--- src/hdl/lds_pkg.sv ---
// Functional notes
// - Jog drop closes brake, holds torque
// - Close timeout without close limit reopens door
// - Open timeout without open limit stops open
// - Limits end motion, timeout as fallback
// - Close limit stops close output at once
// - No calls: hold for hold time
// - Landing calls only: hold time minus 2s
// - Both calls: twice hold minus 2s
// - Delay button holds door for delay time
// - Attendant closes manually, jog or latched
// - Inspection door moves only while held
// - Fire while running: stop closed, return
// - Fire away: close now, reopen on button
// - Fire floor open hold, jog elsewhere
// - Idle homing time sends car home
// - Key off parks per mode
// - Key on, auto park: timed start/stop
// - Key toggle in stop allows temporary run
// - Fire select chooses three fire variants; code has two: 1 bars fireman operation, 0, 2 and 3 act alike
// - Two-step fire cancels calls, returns, stops
// - Fireman switch after return, one call
// - Fire ignores curtain, exits both off
package lds_pkg;
  // Timebase
  localparam int CLK_HZ = 100_000_000;
  localparam int TICK_MS = 100;
  localparam int TICK_CYC = CLK_HZ / 1000 * TICK_MS;
  localparam int TWO_S_MS = 2000;
  localparam logic [15:0] TWO_S_TICKS = 16'(TWO_S_MS / TICK_MS);
  // Avalon register word addresses
  localparam logic [3:0] REG_TIMES0 = 4'h0;
  localparam logic [3:0] REG_TIMES1 = 4'h1;
  localparam logic [3:0] REG_TIMES2 = 4'h2;
  localparam logic [3:0] REG_FLOORS = 4'h3;
  localparam logic [3:0] REG_CONFIG = 4'h4;
  localparam logic [3:0] REG_STATUS = 4'h5;
  localparam logic [3:0] REG_CMD = 4'h6;
  // Config field positions
  localparam int CFG_DLY_EN = 0;
  localparam int CFG_STYLE = 1;
  localparam int CFG_PARK = 2;
  localparam int CFG_FSEL = 3;
  // Reset values, times in 0.1s ticks
  localparam logic [15:0] RST_MOTION = 16'h0064;
  localparam logic [15:0] RST_HOLD = 16'h0032;
  localparam logic [15:0] RST_DELAY = 16'h0064;
  localparam logic [15:0] RST_BRAKE = 16'h0003;
  localparam logic [15:0] RST_HOME = 16'h0000;
  localparam logic [31:0] RST_FLOORS = 32'h0000_0000;
  localparam logic [31:0] RST_CONFIG = 32'h0000_0000;
  typedef enum logic [1:0] {LDS_AUTO, LDS_ATTEND, LDS_INSP} lds_mode_t;
  typedef enum logic [2:0] {LDS_D_IDLE, LDS_D_OPEN, LDS_D_HOLD, LDS_D_CLOSE} lds_door_t;
  typedef enum logic [2:0] {LDS_F_OFF, LDS_F_STOP, LDS_F_RET, LDS_F_PARK, LDS_F_OPER} lds_fire_t;
endpackage

--- src/hdl/lds_sequencer.sv ---
// Our own choices: the Avalon-MM register port and the register addresses.
`timescale 1ns/1ps
module lds_sequencer
#(
  parameter int FLOOR_W = 5,
  parameter int TICK_CYCLES = lds_pkg::TICK_CYC
)
(
  input wire logic clk,
  input wire logic rst_n,
  input wire logic [3:0] avs_address,
  input wire logic avs_read,
  input wire logic avs_write,
  input wire logic [31:0] avs_writedata,
  output logic [31:0] avs_readdata,
  output logic avs_waitrequest,
  input wire logic [1:0] mode_sel_pin,
  input wire logic jog_up_pin,
  input wire logic jog_down_pin,
  input wire logic open_limit_pin,
  input wire logic close_limit_pin,
  input wire logic open_btn_pin,
  input wire logic close_btn_pin,
  input wire logic delay_btn_pin,
  input wire logic curtain_pin,
  input wire logic key_lock_input,
  input wire logic fire_switch_input,
  input wire logic fireman_switch_pin,
  input wire logic landing_call_pin,
  input wire logic car_call_pin,
  input wire logic running_pin,
  input wire logic at_floor_pin,
  input wire logic [FLOOR_W-1:0] floor_pin,
  output logic brake_release,
  output logic torque_hold,
  output logic door_open_cmd,
  output logic door_close_cmd,
  output logic door_fault,
  output logic stop_nearest,
  output logic cancel_calls,
  output logic goto_req,
  output logic [FLOOR_W-1:0] goto_floor,
  output logic service_locked,
  output logic one_call_only
);
  localparam int NS = 16;
  // Synchronised pins, bit order fixed below
  logic [NS-1:0] raw;
  assign raw = {running_pin, at_floor_pin, car_call_pin, landing_call_pin, fireman_switch_pin,
                fire_switch_input, key_lock_input, curtain_pin, delay_btn_pin, close_btn_pin,
                open_btn_pin, close_limit_pin, open_limit_pin, jog_down_pin, jog_up_pin,
                1'b0};

  // All state in one struct
  typedef struct packed {
    logic [NS-1:0] s1;
    logic [NS-1:0] s2;
    logic [1:0] mode1;
    logic [1:0] mode2;
    logic [FLOOR_W-1:0] flr1;
    logic [FLOOR_W-1:0] flr2;
    logic [31:0] tick_cnt;
    logic tick;
    logic [15:0] t_motion;
    logic [15:0] t_hold;
    logic [15:0] t_delay;
    logic [15:0] t_brake;
    logic [15:0] t_home;
    logic [31:0] floors;
    logic [31:0] config_r;
    logic clk_stop;
    lds_pkg::lds_door_t door;
    logic [15:0] door_cnt;
    logic delay_used;
    logic [15:0] brake_cnt;
    logic jog_prev;
    logic [15:0] home_cnt;
    logic fault;
    logic close_latch;
    lds_pkg::lds_fire_t fire;
    logic oper_left;
    logic key_prev;
    logic temp_run;
    logic stop_prev; // Car was standing at a floor last cycle
    logic land_req; // Fresh landing still waiting to open the door
    logic [31:0] rdata;
    logic rvalid;
  } lds_state_t;

  lds_state_t st_q;
  lds_state_t st_d;

  // Sync view of the second stage only
  logic s_jog;
  logic s_olim;
  logic s_clim;
  logic s_obtn;
  logic s_cbtn;
  logic s_dbtn;
  logic s_curt;
  logic s_key;
  logic s_fire;
  logic s_fman;
  logic s_lc;
  logic s_cc;
  logic s_atf;
  logic s_run;
  lds_pkg::lds_mode_t mode;
  logic [FLOOR_W-1:0] home_f;
  logic [FLOOR_W-1:0] park_f;
  logic [FLOOR_W-1:0] fire_f;
  logic [1:0] fsel;
  logic in_fire;
  logic fire_floor;
  logic parked;
  logic [15:0] hold_sel;

  assign s_jog = st_q.s2[1] | st_q.s2[2];
  assign s_olim = st_q.s2[3];
  assign s_clim = st_q.s2[4];
  assign s_obtn = st_q.s2[5];
  assign s_cbtn = st_q.s2[6];
  assign s_dbtn = st_q.s2[7];
  assign s_curt = st_q.s2[8];
  assign s_key = st_q.s2[9];
  assign s_fire = st_q.s2[10];
  assign s_fman = st_q.s2[11];
  assign s_lc = st_q.s2[12];
  assign s_cc = st_q.s2[13];
  assign s_atf = st_q.s2[14];
  assign s_run = st_q.s2[15];
  assign mode = (st_q.mode2 == 2'h1) ? lds_pkg::LDS_ATTEND :
                (st_q.mode2 == 2'h2) ? lds_pkg::LDS_INSP : lds_pkg::LDS_AUTO;
  assign home_f = st_q.floors[FLOOR_W-1:0];
  assign park_f = st_q.floors[8+:FLOOR_W];
  assign fire_f = st_q.floors[16+:FLOOR_W];
  assign fsel = st_q.config_r[lds_pkg::CFG_FSEL+:2];
  assign in_fire = st_q.fire != lds_pkg::LDS_F_OFF;
  assign fire_floor = s_atf && !s_run && (st_q.flr2 == fire_f);
  // Locked by key off, or by the auto stop window without a temporary run
  assign parked = !s_key || (st_q.config_r[lds_pkg::CFG_PARK] && st_q.clk_stop && !st_q.temp_run);

  // Hold time chosen by pending calls
  always_comb
  begin
    hold_sel = st_q.t_hold;
    if (s_lc && s_cc)
    begin
      hold_sel = 16'((st_q.t_hold << 1) - lds_pkg::TWO_S_TICKS);
    end
    else if (s_lc)
    begin
      hold_sel = st_q.t_hold - lds_pkg::TWO_S_TICKS;
    end
  end

  // Reads answer on the cycle after the request; writes never wait
  assign avs_waitrequest = (avs_read && !st_q.rvalid) ? 1'b1 : 1'b0;
  assign avs_readdata = st_q.rdata;

  // Next state
  always_comb
  begin
    st_d = st_q;
    st_d.s1 = raw;
    st_d.s2 = st_q.s1;
    st_d.mode1 = mode_sel_pin;
    st_d.mode2 = st_q.mode1;
    st_d.flr1 = floor_pin;
    st_d.flr2 = st_q.flr1;
    // Timebase divider
    st_d.tick = 1'b0;
    if (st_q.tick_cnt >= 32'(TICK_CYCLES - 1))
    begin
      st_d.tick_cnt = 32'h0000_0000;
      st_d.tick = 1'b1;
    end
    else
    begin
      st_d.tick_cnt = st_q.tick_cnt + 32'h0000_0001;
    end
    // Register bus
    st_d.rvalid = avs_read && !st_q.rvalid;
    if (avs_read && !st_q.rvalid)
    begin
      case (avs_address)
        lds_pkg::REG_TIMES0: st_d.rdata = {st_q.t_hold, st_q.t_motion};
        lds_pkg::REG_TIMES1: st_d.rdata = {st_q.t_brake, st_q.t_delay};
        lds_pkg::REG_TIMES2: st_d.rdata = {16'h0000, st_q.t_home};
        lds_pkg::REG_FLOORS: st_d.rdata = st_q.floors;
        lds_pkg::REG_CONFIG: st_d.rdata = st_q.config_r;
        lds_pkg::REG_STATUS: st_d.rdata = {22'h000000, st_q.temp_run, parked, st_q.fault,
                                           3'(st_q.fire), 3'(st_q.door), s_fire};
        default: st_d.rdata = 32'h0000_0000; // Unmapped reads zero
      endcase
    end
    if (avs_write)
    begin
      case (avs_address)
        lds_pkg::REG_TIMES0:
        begin
          st_d.t_motion = avs_writedata[15:0];
          st_d.t_hold = avs_writedata[31:16];
        end
        lds_pkg::REG_TIMES1:
        begin
          st_d.t_delay = avs_writedata[15:0];
          st_d.t_brake = avs_writedata[31:16];
        end
        lds_pkg::REG_TIMES2: st_d.t_home = avs_writedata[15:0];
        lds_pkg::REG_FLOORS: st_d.floors = avs_writedata;
        lds_pkg::REG_CONFIG: st_d.config_r = avs_writedata;
        lds_pkg::REG_CMD: st_d.clk_stop = avs_writedata[0]; // Software clock says stop window
        default: ; // Writes elsewhere dropped
      endcase
    end
    // Brake: jog drop closes brake, torque held for brake time
    st_d.jog_prev = s_jog;
    if (mode == lds_pkg::LDS_INSP && st_q.jog_prev && !s_jog)
    begin
      st_d.brake_cnt = st_q.t_brake;
    end
    else if (st_q.tick && st_q.brake_cnt != 16'h0000)
    begin
      st_d.brake_cnt = st_q.brake_cnt - 16'h0001;
    end
    // Key lock temporary run toggles on each off-on cycle inside stop window
    st_d.key_prev = s_key;
    if (!st_q.clk_stop)
    begin
      st_d.temp_run = 1'b0;
    end
    else if (s_key && !st_q.key_prev && st_q.config_r[lds_pkg::CFG_PARK])
    begin
      st_d.temp_run = !st_q.temp_run;
    end
    // Homing idle counter, reloaded on any call
    if (s_lc || s_cc || s_run || st_q.t_home == 16'h0000)
    begin
      st_d.home_cnt = st_q.t_home;
    end
    else if (st_q.tick && st_q.home_cnt != 16'h0000)
    begin
      st_d.home_cnt = st_q.home_cnt - 16'h0001;
    end
    // Fire sequence
    case (st_q.fire)
      lds_pkg::LDS_F_OFF:
        if (s_fire)
        begin
          st_d.fire = s_run ? lds_pkg::LDS_F_STOP : lds_pkg::LDS_F_RET;
        end
      lds_pkg::LDS_F_STOP:
        if (!s_run && s_atf)
        begin
          st_d.fire = lds_pkg::LDS_F_RET;
        end
      lds_pkg::LDS_F_RET:
        if (fire_floor)
        begin
          st_d.fire = lds_pkg::LDS_F_PARK;
        end
      lds_pkg::LDS_F_PARK:
        if (!s_fire && !s_fman && fsel != 2'h0)
        begin
          st_d.fire = lds_pkg::LDS_F_OFF;
        end
        else if (s_fman && fsel != 2'h1)
        begin
          st_d.fire = lds_pkg::LDS_F_OPER;
          st_d.oper_left = 1'b0;
        end
      lds_pkg::LDS_F_OPER:
      begin
        if (!fire_floor)
        begin
          st_d.oper_left = 1'b1;
        end
        if (!s_fman && (fire_floor || !st_q.oper_left))
        begin
          st_d.fire = (s_fire) ? lds_pkg::LDS_F_PARK : lds_pkg::LDS_F_OFF;
        end
      end
      default: st_d.fire = lds_pkg::LDS_F_OFF;
    endcase
    // Normal fire mode with both switches off leaves from park too
    if (st_q.fire == lds_pkg::LDS_F_PARK && fsel == 2'h0 && !s_fire && !s_fman)
    begin
      st_d.fire = lds_pkg::LDS_F_OFF;
    end
    // Landing event: outside fire service only a fresh stop opens the door, so an idle car stays shut after closing
    st_d.stop_prev = s_atf && !s_run;
    if (!(s_atf && !s_run))
    begin
      st_d.land_req = 1'b0;
    end
    else if (!st_q.stop_prev)
    begin
      st_d.land_req = 1'b1;
    end
    // Door sequencer
    st_d.close_latch = st_q.close_latch && !s_clim && !s_obtn;
    if (st_q.tick && st_q.door_cnt != 16'h0000)
    begin
      st_d.door_cnt = st_q.door_cnt - 16'h0001;
    end
    case (st_q.door)
      lds_pkg::LDS_D_IDLE:
        if (in_fire ? (fire_floor && !s_olim && st_q.fire == lds_pkg::LDS_F_PARK) :
            (st_q.land_req && s_atf && !s_run && !s_olim &&
             mode == lds_pkg::LDS_AUTO && !parked))
        begin
          st_d.land_req = 1'b0; // Landing served
          st_d.door = lds_pkg::LDS_D_OPEN;
          st_d.door_cnt = st_q.t_motion;
        end
      lds_pkg::LDS_D_OPEN:
        if (s_olim)
        begin
          st_d.door = lds_pkg::LDS_D_HOLD;
          st_d.door_cnt = hold_sel;
          st_d.delay_used = 1'b0;
        end
        else if (st_q.door_cnt == 16'h0000)
        begin
          st_d.door = lds_pkg::LDS_D_HOLD;
          st_d.door_cnt = hold_sel;
          st_d.delay_used = 1'b0;
        end
      lds_pkg::LDS_D_HOLD:
      begin
        if (st_q.config_r[lds_pkg::CFG_DLY_EN] && s_dbtn && !st_q.delay_used)
        begin
          st_d.door_cnt = st_q.t_delay;
          st_d.delay_used = 1'b1;
        end
        if (st_q.fire == lds_pkg::LDS_F_PARK)
        begin
          st_d.door_cnt = st_q.door_cnt;
        end
        else if (mode != lds_pkg::LDS_AUTO || st_q.fire != lds_pkg::LDS_F_OFF)
        begin
          if (s_cbtn)
          begin
            st_d.door = lds_pkg::LDS_D_CLOSE;
            st_d.close_latch = !st_q.config_r[lds_pkg::CFG_STYLE];
            st_d.door_cnt = st_q.t_motion;
          end
        end
        else if (s_cbtn || (st_q.door_cnt == 16'h0000 && !s_dbtn))
        begin
          st_d.door = lds_pkg::LDS_D_CLOSE;
          st_d.door_cnt = st_q.t_motion;
        end
      end
      lds_pkg::LDS_D_CLOSE:
        if (s_clim)
        begin
          st_d.door = lds_pkg::LDS_D_IDLE;
          st_d.fault = 1'b0;
        end
        else if (st_q.door_cnt == 16'h0000 && (mode == lds_pkg::LDS_AUTO && !in_fire))
        begin
          st_d.door = lds_pkg::LDS_D_OPEN;
          st_d.door_cnt = st_q.t_motion;
          st_d.fault = 1'b1;
        end
        else if (s_curt && !in_fire && mode == lds_pkg::LDS_AUTO)
        begin
          st_d.door = lds_pkg::LDS_D_OPEN;
          st_d.door_cnt = st_q.t_motion;
        end
        else if (in_fire && s_obtn)
        begin
          st_d.door = lds_pkg::LDS_D_OPEN;
          st_d.door_cnt = st_q.t_motion;
        end
      default: st_d.door = lds_pkg::LDS_D_IDLE;
    endcase
    // Fire begins at a landing with door open: close at once
    if (st_q.fire == lds_pkg::LDS_F_OFF && s_fire && st_q.door == lds_pkg::LDS_D_HOLD)
    begin
      st_d.door = lds_pkg::LDS_D_CLOSE;
      st_d.close_latch = 1'b1;
      st_d.door_cnt = st_q.t_motion;
    end
  end

  // Door outputs; jog modes need the button held
  logic jog_door;
  assign jog_door = mode == lds_pkg::LDS_INSP || st_q.fire == lds_pkg::LDS_F_OPER;
  always_comb
  begin
    door_open_cmd = st_q.door == lds_pkg::LDS_D_OPEN && !s_olim && st_q.door_cnt != 16'h0000;
    door_close_cmd = st_q.door == lds_pkg::LDS_D_CLOSE && !s_clim;
    if (jog_door)
    begin
      door_open_cmd = s_obtn && !s_olim;
      door_close_cmd = s_cbtn && !s_clim;
    end
    else if (st_q.door == lds_pkg::LDS_D_CLOSE && mode == lds_pkg::LDS_ATTEND &&
             !in_fire && !st_q.close_latch)
    begin
      door_close_cmd = s_cbtn && !s_clim;
    end
  end

  // Motion requests
  always_comb
  begin
    goto_req = 1'b0;
    goto_floor = home_f;
    if (in_fire && st_q.fire != lds_pkg::LDS_F_OPER)
    begin
      goto_req = st_q.fire == lds_pkg::LDS_F_RET;
      goto_floor = fire_f;
    end
    else if (!s_key && mode != lds_pkg::LDS_INSP && !s_cc && st_q.door == lds_pkg::LDS_D_IDLE)
    begin
      goto_req = 1'b1;
      goto_floor = park_f;
    end
    else if (mode == lds_pkg::LDS_AUTO && st_q.t_home != 16'h0000 &&
             st_q.home_cnt == 16'h0000 && !parked)
    begin
      goto_req = 1'b1;
    end
  end

  assign brake_release = s_jog && mode == lds_pkg::LDS_INSP && st_q.brake_cnt == 16'h0000;
  assign torque_hold = st_q.brake_cnt != 16'h0000;
  assign door_fault = st_q.fault;
  assign stop_nearest = st_q.fire == lds_pkg::LDS_F_STOP;
  assign cancel_calls = in_fire && st_q.fire != lds_pkg::LDS_F_OPER;
  assign service_locked = parked || st_q.fire == lds_pkg::LDS_F_PARK;
  assign one_call_only = st_q.fire == lds_pkg::LDS_F_OPER;

  // Register the whole state
  always_ff @(posedge clk)
  begin
    if (!rst_n)
    begin
      st_q <= '0;
      st_q.t_motion <= lds_pkg::RST_MOTION;
      st_q.t_hold <= lds_pkg::RST_HOLD;
      st_q.t_delay <= lds_pkg::RST_DELAY;
      st_q.t_brake <= lds_pkg::RST_BRAKE;
      st_q.t_home <= lds_pkg::RST_HOME;
      st_q.floors <= lds_pkg::RST_FLOORS;
      st_q.config_r <= lds_pkg::RST_CONFIG;
      st_q.door <= lds_pkg::LDS_D_IDLE;
      st_q.fire <= lds_pkg::LDS_F_OFF;
    end
    else
    begin
      st_q <= st_d;
    end
  end

  a_close_limit_stop: assert property (@(posedge clk) disable iff (!rst_n)
    s_clim |-> !door_close_cmd) else $error("close output with close limit");
  a_brake_on_drop: assert property (@(posedge clk) disable iff (!rst_n)
    (mode == lds_pkg::LDS_INSP && $fell(s_jog)) |=> (!brake_release && torque_hold ||
    st_q.t_brake == 16'h0000)) else $error("brake not closed on jog drop");
  a_insp_jog_door: assert property (@(posedge clk) disable iff (!rst_n)
    (mode == lds_pkg::LDS_INSP && !s_obtn) |-> !door_open_cmd)
    else $error("inspection open without button");
  a_fire_stop_req: assert property (@(posedge clk) disable iff (!rst_n)
    (st_q.fire == lds_pkg::LDS_F_OFF && s_fire && s_run) |=> stop_nearest)
    else $error("fire while running did not stop");
  a_fire_cancel: assert property (@(posedge clk) disable iff (!rst_n)
    (st_q.fire == lds_pkg::LDS_F_RET) |-> (cancel_calls && goto_req && goto_floor == fire_f))
    else $error("fire return not requested");
  a_fire_exit: assert property (@(posedge clk) disable iff (!rst_n)
    (in_fire && s_fman) |=> in_fire) else $error("fire left with switch on");
  a_close_timeout: assert property (@(posedge clk) disable iff (!rst_n)
    (st_q.door == lds_pkg::LDS_D_CLOSE && st_q.door_cnt == 16'h0000 && !s_clim &&
    mode == lds_pkg::LDS_AUTO && !in_fire) |=> st_q.door == lds_pkg::LDS_D_OPEN)
    else $error("no reopen after close timeout");
  a_open_timeout: assert property (@(posedge clk) disable iff (!rst_n)
    (st_q.door == lds_pkg::LDS_D_OPEN && st_q.door_cnt == 16'h0000 && !jog_door)
    |-> !door_open_cmd) else $error("open drive past timeout");
  c_fire_cycle: cover property (@(posedge clk) disable iff (!rst_n)
    st_q.fire == lds_pkg::LDS_F_PARK ##1 st_q.fire == lds_pkg::LDS_F_OPER);
  c_door_reopen: cover property (@(posedge clk) disable iff (!rst_n)
    st_q.door == lds_pkg::LDS_D_CLOSE ##1 st_q.door == lds_pkg::LDS_D_OPEN);
  c_homing: cover property (@(posedge clk) disable iff (!rst_n) $rose(goto_req));
endmodule

--- config.mk ---
export PLATFORM = sky130hd
export DESIGN_NAME = lds_sequencer
export DESIGN_NICKNAME = d
export VERILOG_FILES = /design/src/hdl/lds_pkg.sv /design/src/hdl/lds_sequencer.sv
export SDC_FILE = /design/constraint.sdc
export NUM_CORES = 1
export LEC_CHECK = 0
export BUFFER_PORTS_ARGS = -buffer_cell sky130_fd_sc_hd__buf_2
export CELL_PAD_IN_SITES_DETAIL_PLACEMENT = 0
export CELL_PAD_IN_SITES_GLOBAL_PLACEMENT = 1
export CORE_MARGIN = 3
export CORE_UTILIZATION = 45
export CTS_CLUSTER_DIAMETER = 50
export DETAILED_ROUTE_END_ITERATION = 16
export GPL_TIMING_DRIVEN = 0
export PLACE_DENSITY_LB_ADDON = 0.05
export SETUP_SLACK_MARGIN = 0.2
export SLEW_MARGIN = 15
export SYNTH_ARGS = -nofsm -noshare
export SYNTH_HDL_FRONTEND = slang
export SYNTH_SLANG_ARGS = --single-unit
--- constraint.sdc ---
create_clock -name clk -period 3.4 [get_ports clk]
set_input_delay 0.51 -clock clk [delete_from_list [all_inputs] [get_ports clk]]
set_output_delay 0.51 -clock clk [all_outputs]
set_load 0.02 [all_outputs]
# Yosys cells after proc, flatten, opt, wreduce, memory -nomap -nowiden

Cells that the tools add are included.

Register bits after elaboration: 320
Input port bits: 62
Word-level logic and storage cells: 268

Reductions and logical operators: 121
Bitwise gates (word level): 2
Multiplexer cells: 62
Add/subtract/negate cells: 6
Equal/unequal tests: 42
Order comparisons: 1

Operators with widths:

| kind                                                                                  | count |
|---|---|
| 32-bit case mux with 6 select lines                                                   | 1 |
| 16-bit 2-to-1 mux                                                                     | 9 |
| 19-bit 2-to-1 mux                                                                     | 7 |
| 16-bit zero test                                                                      | 4 |
| 16-bit case mux with 4 select lines                                                   | 1 |
| 16-bit nonzero test                                                                   | 4 |
| 1-bit logical AND                                                                     | 56 |
| 16-bit by 1-bit subtractor with 16-bit output, second input constant                  | 3 |
| 20-bit 2-to-1 mux                                                                     | 2 |
| 32-bit by 1-bit adder with 32-bit output, second input constant                       | 1 |
| 32-bit by 24-bit greater-or-equal comparator with 1-bit output, second input constant | 1 |
| 16-bit by 5-bit subtractor with 16-bit output, second input constant                  | 2 |
| 1-bit 2-to-1 mux                                                                      | 22 |
| 3-bit 2-to-1 mux                                                                      | 7 |
| 1-bit zero test                                                                       | 19 |
| 18-bit 2-to-1 mux                                                                     | 1 |
| 2-bit inequality test, second input constant                                          | 9 |
| 3-bit inequality test, second input constant                                          | 6 |
| 17-bit 2-to-1 mux                                                                     | 1 |
| 2-bit AND reduction                                                                   | 8 |
| 3-bit case mux with 5 select lines                                                    | 1 |
| 2-bit nonzero test                                                                    | 7 |
| 3-bit by 2-bit == test with 1-bit output, second input constant                       | 4 |
| 4-bit by 3-bit == test with 1-bit output, second input constant                       | 3 |
| 30 further kinds                                                                      | 55 |

# Logic depth before layout (Yosys ltp)

Gate-level depths: netlist of run 1.

Depth after elaboration: 10
Mapped depth: 11
Gate-level depth less buffers: 9

# Least setup slack after synthesis of run 1

OpenSTA, ideal clock, no wires.

Kind: flip-flop to output port
Start: register st_q[49] (netlist name)
End: output goto_req
Arrival time: 2.766 ns
Buffers on the path: 0
Stages on the path, launching flop included: 8
Data required time: 2.890 ns
Setup slack: 0.124 ns
Cells stage by stage: dfxtp_1 > or4_1 > or4_1 > or3_1 > nor2_1 > nor4bb_1 > nor3_1 > a211oi_1

Longest elaborated chain between the ends: 6

Ends and longest elaborated chain:

| element                  | line                 | text |
|---|---|---|
| start: declaration       | lds_sequencer.sv:90  | `lds_state_t st_q;` |
| start signal: assignment | lds_sequencer.sv:456 | `st_q <= st_d;` |
| 16-bit zero test         | lds_sequencer.sv:424 | `st_q.home_cnt == 16'h0000 && !parked)` |
| 1-bit logical AND        | lds_sequencer.sv:423 | `else if (mode == lds_pkg::LDS_AUTO && st_q.t_home != 16'h0000 &&` |
| 1-bit logical AND        | lds_sequencer.sv:424 |  |
| 1-bit 2-to-1 mux         | lds_sequencer.sv:423 |  |
| 1-bit 2-to-1 mux         | lds_sequencer.sv:418 | `else if (!s_key && mode != lds_pkg::LDS_INSP && !s_cc && st_q.door == lds_pkg::LDS_D_IDLE)` |
| 1-bit 2-to-1 mux         | lds_sequencer.sv:413 | `if (in_fire && st_q.fire != lds_pkg::LDS_F_OPER)` |
| end: declaration         | lds_sequencer.sv:41  | `output logic goto_req,` |

No other way between the ends.

# Final worst setup path of run 1

Start: register st_q[52] (netlist name)
End: output goto_req

The elaborated chain is that of the path after synthesis.

==> results.json, run 1 <==
{
  "worstPathMaxFanout": 3,
  "hold_path_end": "st_d[302]",
  "fin_skew_ns": 0.0177,
  "die_height_um": 187,
  "seq_area_frac_synth": 0.430,
  "rows": 65,
  "synth_cells": 1875,
  "fin_crit_ns": 3.52,
  "synth_top_area_cell": "dfxtp_1",
  "drc_errors": 0,
  "io_buffers": 108,
  "leakagePower_nw": 6.30,
  "hold_viol": 0,
  "placed_cell_area_um2": 15900,
  "syn_area_um2": 14800,
  "clock-root-buffer": "clkbuf_16",
  "cts_buffers": 40,
  "setup_tns_ns": -0.119,
  "insertion_delay_ns": 0.54,
  "start_util": 0.462,
  "grt.overflow.total": 0,
  "grt_pass1_vias": 13000,
  "grtUsageMet2": 0.425,
  "slew_headroom": 0.199,
  "ff2ff_path_depth": 11,
  "finalMaxSlewViolations": 0,
  "h-tree-depth": 2,
  "wl_um": 52000,
  "synthTopCellsByArea": "dfxtp_1 (43%), nand2_1 (9.2%), a21oi_1 (8.4%)",
  "crit_arrival_ns": 3.01,
  "synth_top_area_share": 0.430,
  "synthFlopType": "dfxtp_1",
  "gp_congestion": 0.947,
  "hp-class": "in2reg",
  "synth.distinct_cells": 82,
  "fin_cells": 2497,
  "cp-start-kind": "flip-flop",
  "dr.first_iter.drc_count": 1681,
  "synthTopCellsByCount": "nand2_1 (361), dfxtp_1 (317), a21oi_1 (247)",
  "antenna_left": 0,
  "ys_seq_elements": 317,
  "setup_viol": 1,
  "yosysWarnings": 0,
  "globalRouteMet3Util": 0.0482,
  "violations": "negative setup slack",
  "clk_pin_slew_ns": 0.06,
  "syn_area_per_cell_um2": 7.88,
  "powerDensity_nw_per_um2": 597,
  "rsz0062_at_grt": "yes",
  "rr_endpoint": "st_q[81]",
  "dp.cells": 2426,
  "max_cap_violations": 0,
  "fill_cells": 3129,
  "postSynth.asyncResetShare": 0,
  "dieWidth_um": 187,
  "synth_edf_count": 0,
  "worst_slew_pin_slew_ns": 1.19,
  "outcome": "finished with violations",
  "die_area_um2": 35000,
  "whs_path_depth": 2,
  "cts_buffer_depth": 3,
  "cts_tree": "yes",
  "syn_to_final_growth_pct": 17.5,
  "grt_busiest_layer": "met2",
  "met1_usage": 0.421,
  "hold_path.startpoint": "at_floor_pin",
  "antenna_found_initial": 1,
  "reg2reg_slack_ns": 0.34,
  "nNetsFinal": 2107,
  "multi_input_area_um2": 7730,
  "cp_data_required_time_ns": 2.89,
  "finalWorstSetupSlack_ns": -0.119,
  "grt_pass1_wl_um": 78600,
  "fmax_mhz": 284,
  "grt_max_degree": 14,
  "finalCritPeriodShare": 1.03,
  "holdWs_ns": 0.172,
  "design_area_um2": 17300,
  "num_vias": 14300,
  "firstDrtPassIters": 7,
  "routedWlPerCell_um": 20.8,
  "path_class": "reg2out",
  "cts_sinks": 317,
  "drive_gt1_frac": 0.124,
  "viasPerCell": 5.73,
  "r2r_start": "st_q[78]",
  "coreArea_um2": 32000,
  "end_kind": "output pin",
  "max-vdd-ir-drop_uv": 468,
  "grt_usage": 0.287,
  "hpwl_um": 39000,
  "antennaDiodeCount": 0,
  "final-seq-area_um2": 6350,
  "synth_most_common_cell": "nand2_1",
  "hold_buffers": 0,
  "pin_count": 110
}
## registers in the layout, indices dropped and copies added, names as in the netlist, 2 cells and up
signal	flops
avs_readdata	32
st_d	22
st_q	232
park_f	5
home_f	5
fsel	2
fire_f	5
## stage by stage
step / setup slack [ns] / power (mW) / util
final: -0.119 / 10.3 / 0.543
after global routing: -0.229 / 10.8 / 0.543
after CTS: -0.175 / 10.3 / 0.540
after detailed placement: -0.162 / 6.07 / 0.497
after global placement: -0.191 / 6.04 / 0.497
after floorplan: 0.296 / 5.56 / -
## logic make-up after synthesis
group,after synthesis,synth area share
adder cells (fa/ha/maj),10,0.00847
AO/OA/AOI/OAI,514,0.214
other,1,0.000254
AND/OR/NAND/NOR,755,0.235
multiplexers,24,0.0165
buffers and inverters,189,0.0577
XOR/XNOR,65,0.0386
flip-flops,317,0.430
## layout by cell type, fill, tap and decap left out, types with 35 or more instances in the layout
| cell type | n |
|---|---|
| nand2_1 | 361 |
| nor3_1 | 49 |
| nor2_1 | 135 |
| o21ai_0 | 68 |
| nand3_1 | 35 |
| dfxtp_1 | 314 |
| a21oi_1 | 247 |
| clkbuf_16 | 41 |
| a22oi_1 | 60 |
| buf_4 | 36 |
| xnor2_1 | 35 |
| and2_1 | 54 |
| buf_2 | 112 |
| clkbuf_1 | 123 |
## routing by layer
layer	vias up	routed length [um]
met5	-	7
met4	2	1740
met3	95	4440
met2	601	22100
met1	6727	23800
li1	6874	-
## worst max-delay path by stage
| stage | cells past startpoint | slack, ns | to | from |
|---|---|---|---|---|
| detailed placement | 9 | -0.16 | st_q[87] | st_q[77] |
| global placement | 5 | -0.19 | goto_floor[1] | s_cc |
| CTS | 8 | -0.17 | goto_req | st_q[52] |
| global route | 8 | -0.23 | goto_req | st_q[50] |
| floorplan | 7 | 0.30 | goto_req | st_q[49] |
| finish | 8 | -0.12 | goto_req | st_q[52] |
## cell type report
class | count | share of cell area
repair buffers | 111 | 0.0325
clock inverters | 14 | 0.00866
inverters | 26 | 0.00563
plain buffers | 163 | 0.0437
well taps | 435 | 0.0314
clock buffers | 55 | 0.0662
multi-input cells | 1376 | 0.446
flip-flops and latches | 317 | 0.366
## critical path: stages (launching register included)
cell and delay, ns:
dfxtp_2 0.32, or4_4 0.53, or4_4 0.44, or3_4 0.42, nor2_4 0.14, nor4bb_4 0.20, nor3_1 0.09, a211oi_2 0.16
buf_4 0.17
## timing repair
action / 4_1_cts / 5_1_grt
cloned: 0 / 0
endpoints found under the setup margin: 19 / 21
buffers inserted: 2 / 0
pin swaps: 6 / 1
gates resized for setup: 14 / 15
## where the power goes
part | switching (mW) | internal (mW) | total [mW]
combinational | 1.20 | 0.827 | 2.02
sequential | 0.200 | 3.92 | 4.12
clock | 1.68 | 2.53 | 4.20
total | 3.07 | 7.28 | 10.3
(Power assumes the default switching activity.)
==> run 2: changes to the inputs <==
--- a/config.mk
+++ b/config.mk
@@ -14,6 +14,7 @@
 export DETAILED_ROUTE_END_ITERATION = 16
 export GPL_TIMING_DRIVEN = 0
 export PLACE_DENSITY_LB_ADDON = 0.05
+export RECOVER_POWER = 25
 export SETUP_SLACK_MARGIN = 0.2
 export SLEW_MARGIN = 15
 export SYNTH_ARGS = -nofsm -noshare
==> run 2 against run 1 <==
The flow still finishes with violations (negative setup slack). Sequential share of layout area is 0.10 points higher. Via count is 0.34% higher. Routed wire length is 0.15% higher. Global-route usage stayed put. Critical path depth stayed put. Final cell count stayed put. Count of clock-buffer cells in the layout stayed put.
==> results.json, run 2 (same netlist as run 1, synthesis figures left out) <==
{
  "worstPathMaxFanout": 3,
  "hpwl_um": 39000,
  "clk_pin_slew_ns": 0.06,
  "antenna_found_initial": 1,
  "violations": "negative setup slack",
  "io_buffers": 108,
  "viasPerCell": 5.75,
  "dieWidth_um": 187,
  "outcome": "finished with violations",
  "fin_skew_ns": 0.0190,
  "rows": 65,
  "nNetsFinal": 2107,
  "dr.first_iter.drc_count": 1694,
  "globalRouteMet3Util": 0.0482,
  "routedWlPerCell_um": 20.9,
  "hp-class": "in2reg",
  "grt_busiest_layer": "met2",
  "final_common_cell": "nand2_1",
  "fin_cells": 2497,
  "fmax_mhz": 284,
  "finalCritPeriodShare": 1.03,
  "path_class": "reg2out",
  "insertion_delay_ns": 0.55,
  "die_area_um2": 35000,
  "fill_cells": 3153,
  "final-seq-area_um2": 6350,
  "firstDrtPassIters": 8,
  "grt_pass1_vias": 13000,
  "placed_cell_area_um2": 15900,
  "largest_reg_flops": 232,
  "max-vdd-ir-drop_uv": 463,
  "antenna_left": 0,
  "drc_errors": 0,
  "finalMaxSlewViolations": 0,
  "grtUsageMet2": 0.425,
  "grt.overflow.total": 0,
  "start_util": 0.462,
  "clock-root-buffer": "clkbuf_16",
  "gp_congestion": 0.947,
  "syn_to_final_growth_pct": 17.1,
  "slew_headroom": 0.121,
  "coreArea_um2": 32000,
  "max_cap_violations": 0,
  "design_area_um2": 17300,
  "cts_buffers": 40,
  "dp_slack_ns": -0.162,
  "die_height_um": 187,
  "rsz0062_at_grt": "yes",
  "num_vias": 14300,
  "cts_sinks": 317,
  "cp_data_required_time_ns": 2.89,
  "dp.cells": 2426,
  "antennaDiodeCount": 0,
  "fin_crit_ns": 3.52,
  "grt_pass1_wl_um": 78600,
  "finalWorstSetupSlack_ns": -0.116,
  "hold_buffers": 0,
  "leakagePower_nw": 6.13,
  "crit_arrival_ns": 3.01,
  "h-tree-depth": 2,
  "drive_gt1_frac": 0.106,
  "wl_um": 52100,
  "largest-register": "st_q",
  "grt_usage": 0.287,
  "met1_usage": 0.421,
  "holdWs_ns": 0.172,
  "powerDensity_nw_per_um2": 598,
  "worst_slew_pin_slew_ns": 1.31,
  "multi_input_area_um2": 7730,
  "cp-start-kind": "flip-flop",
  "grt_max_degree": 14,
  "cts_tree": "yes",
  "layout_common_cells": "nand2_1 (361), dfxtp_1 (314), a21oi_1 (247)",
  "cts_buffer_depth": 3,
  "pin_count": 110,
  "setup_viol": 1,
  "hold_viol": 0,
  "end_kind": "output pin"
}
run 2: critical path: stages (launching register included):
cell and delay [ns]:
dfxtp_2 0.32, or4_4 0.53, or4_4 0.44, or3_4 0.42, nor2_4 0.13, nor4bb_4 0.20
nor3_1 0.09, a211oi_2 0.17, buf_4 0.17
run 2: final timing paths:
check                                   from   endpoint  slack, ns  depth (start not counted)
worst min-delay path            at_floor_pin  st_d[302]       0.17                          2
worst max-delay path                st_q[52]   goto_req      -0.12                          8
worst min register to register     st_d[289]  st_q[289]       0.43                          1
worst max register to register      st_q[78]   st_q[81]       0.35                         11
run 2: where the power goes:
group	leakage (nW)	switching, mW	internal, mW	total, mW
registers	2.58	0.199	3.92	4.12
clock network	0.636	1.68	2.53	4.21
logic	2.92	1.19	0.825	2.02
run 2: layer usage:
layer / share of wire / routed length, um
met5: 0.00013 / 7
met2: 0.43 / 22200
met1: 0.45 / 23600
met3: 0.088 / 4560
met4: 0.033 / 1700
run 2: stage by stage:
step	setup TNS [ns]	power, mW	util
4_1_cts	-0.175	10.3	0.540
6_report	-0.116	10.3	0.541
3_5_place_dp	-0.235	6.07	0.497
2_1_floorplan	0	5.56	-
5_1_grt	-0.229	10.8	0.541
3_3_place_gp	-0.961	6.04	0.497
run 2: repair_timing:
action	CTS	global route
pin swaps	6	1
endpoints found under the setup margin	19	21
gates resized for setup	14	15
buffers inserted	2	0
gates cloned	0	0
run 2: cell type report:
cell class              instances  area share
clock inverters                14     0.00868
clock buffers                  55      0.0664
flip-flops and latches        317       0.367
repair buffers                111      0.0301
inverters                      26     0.00564
well taps                     435      0.0315
multi-input cells            1376       0.447
plain buffers                 163      0.0438
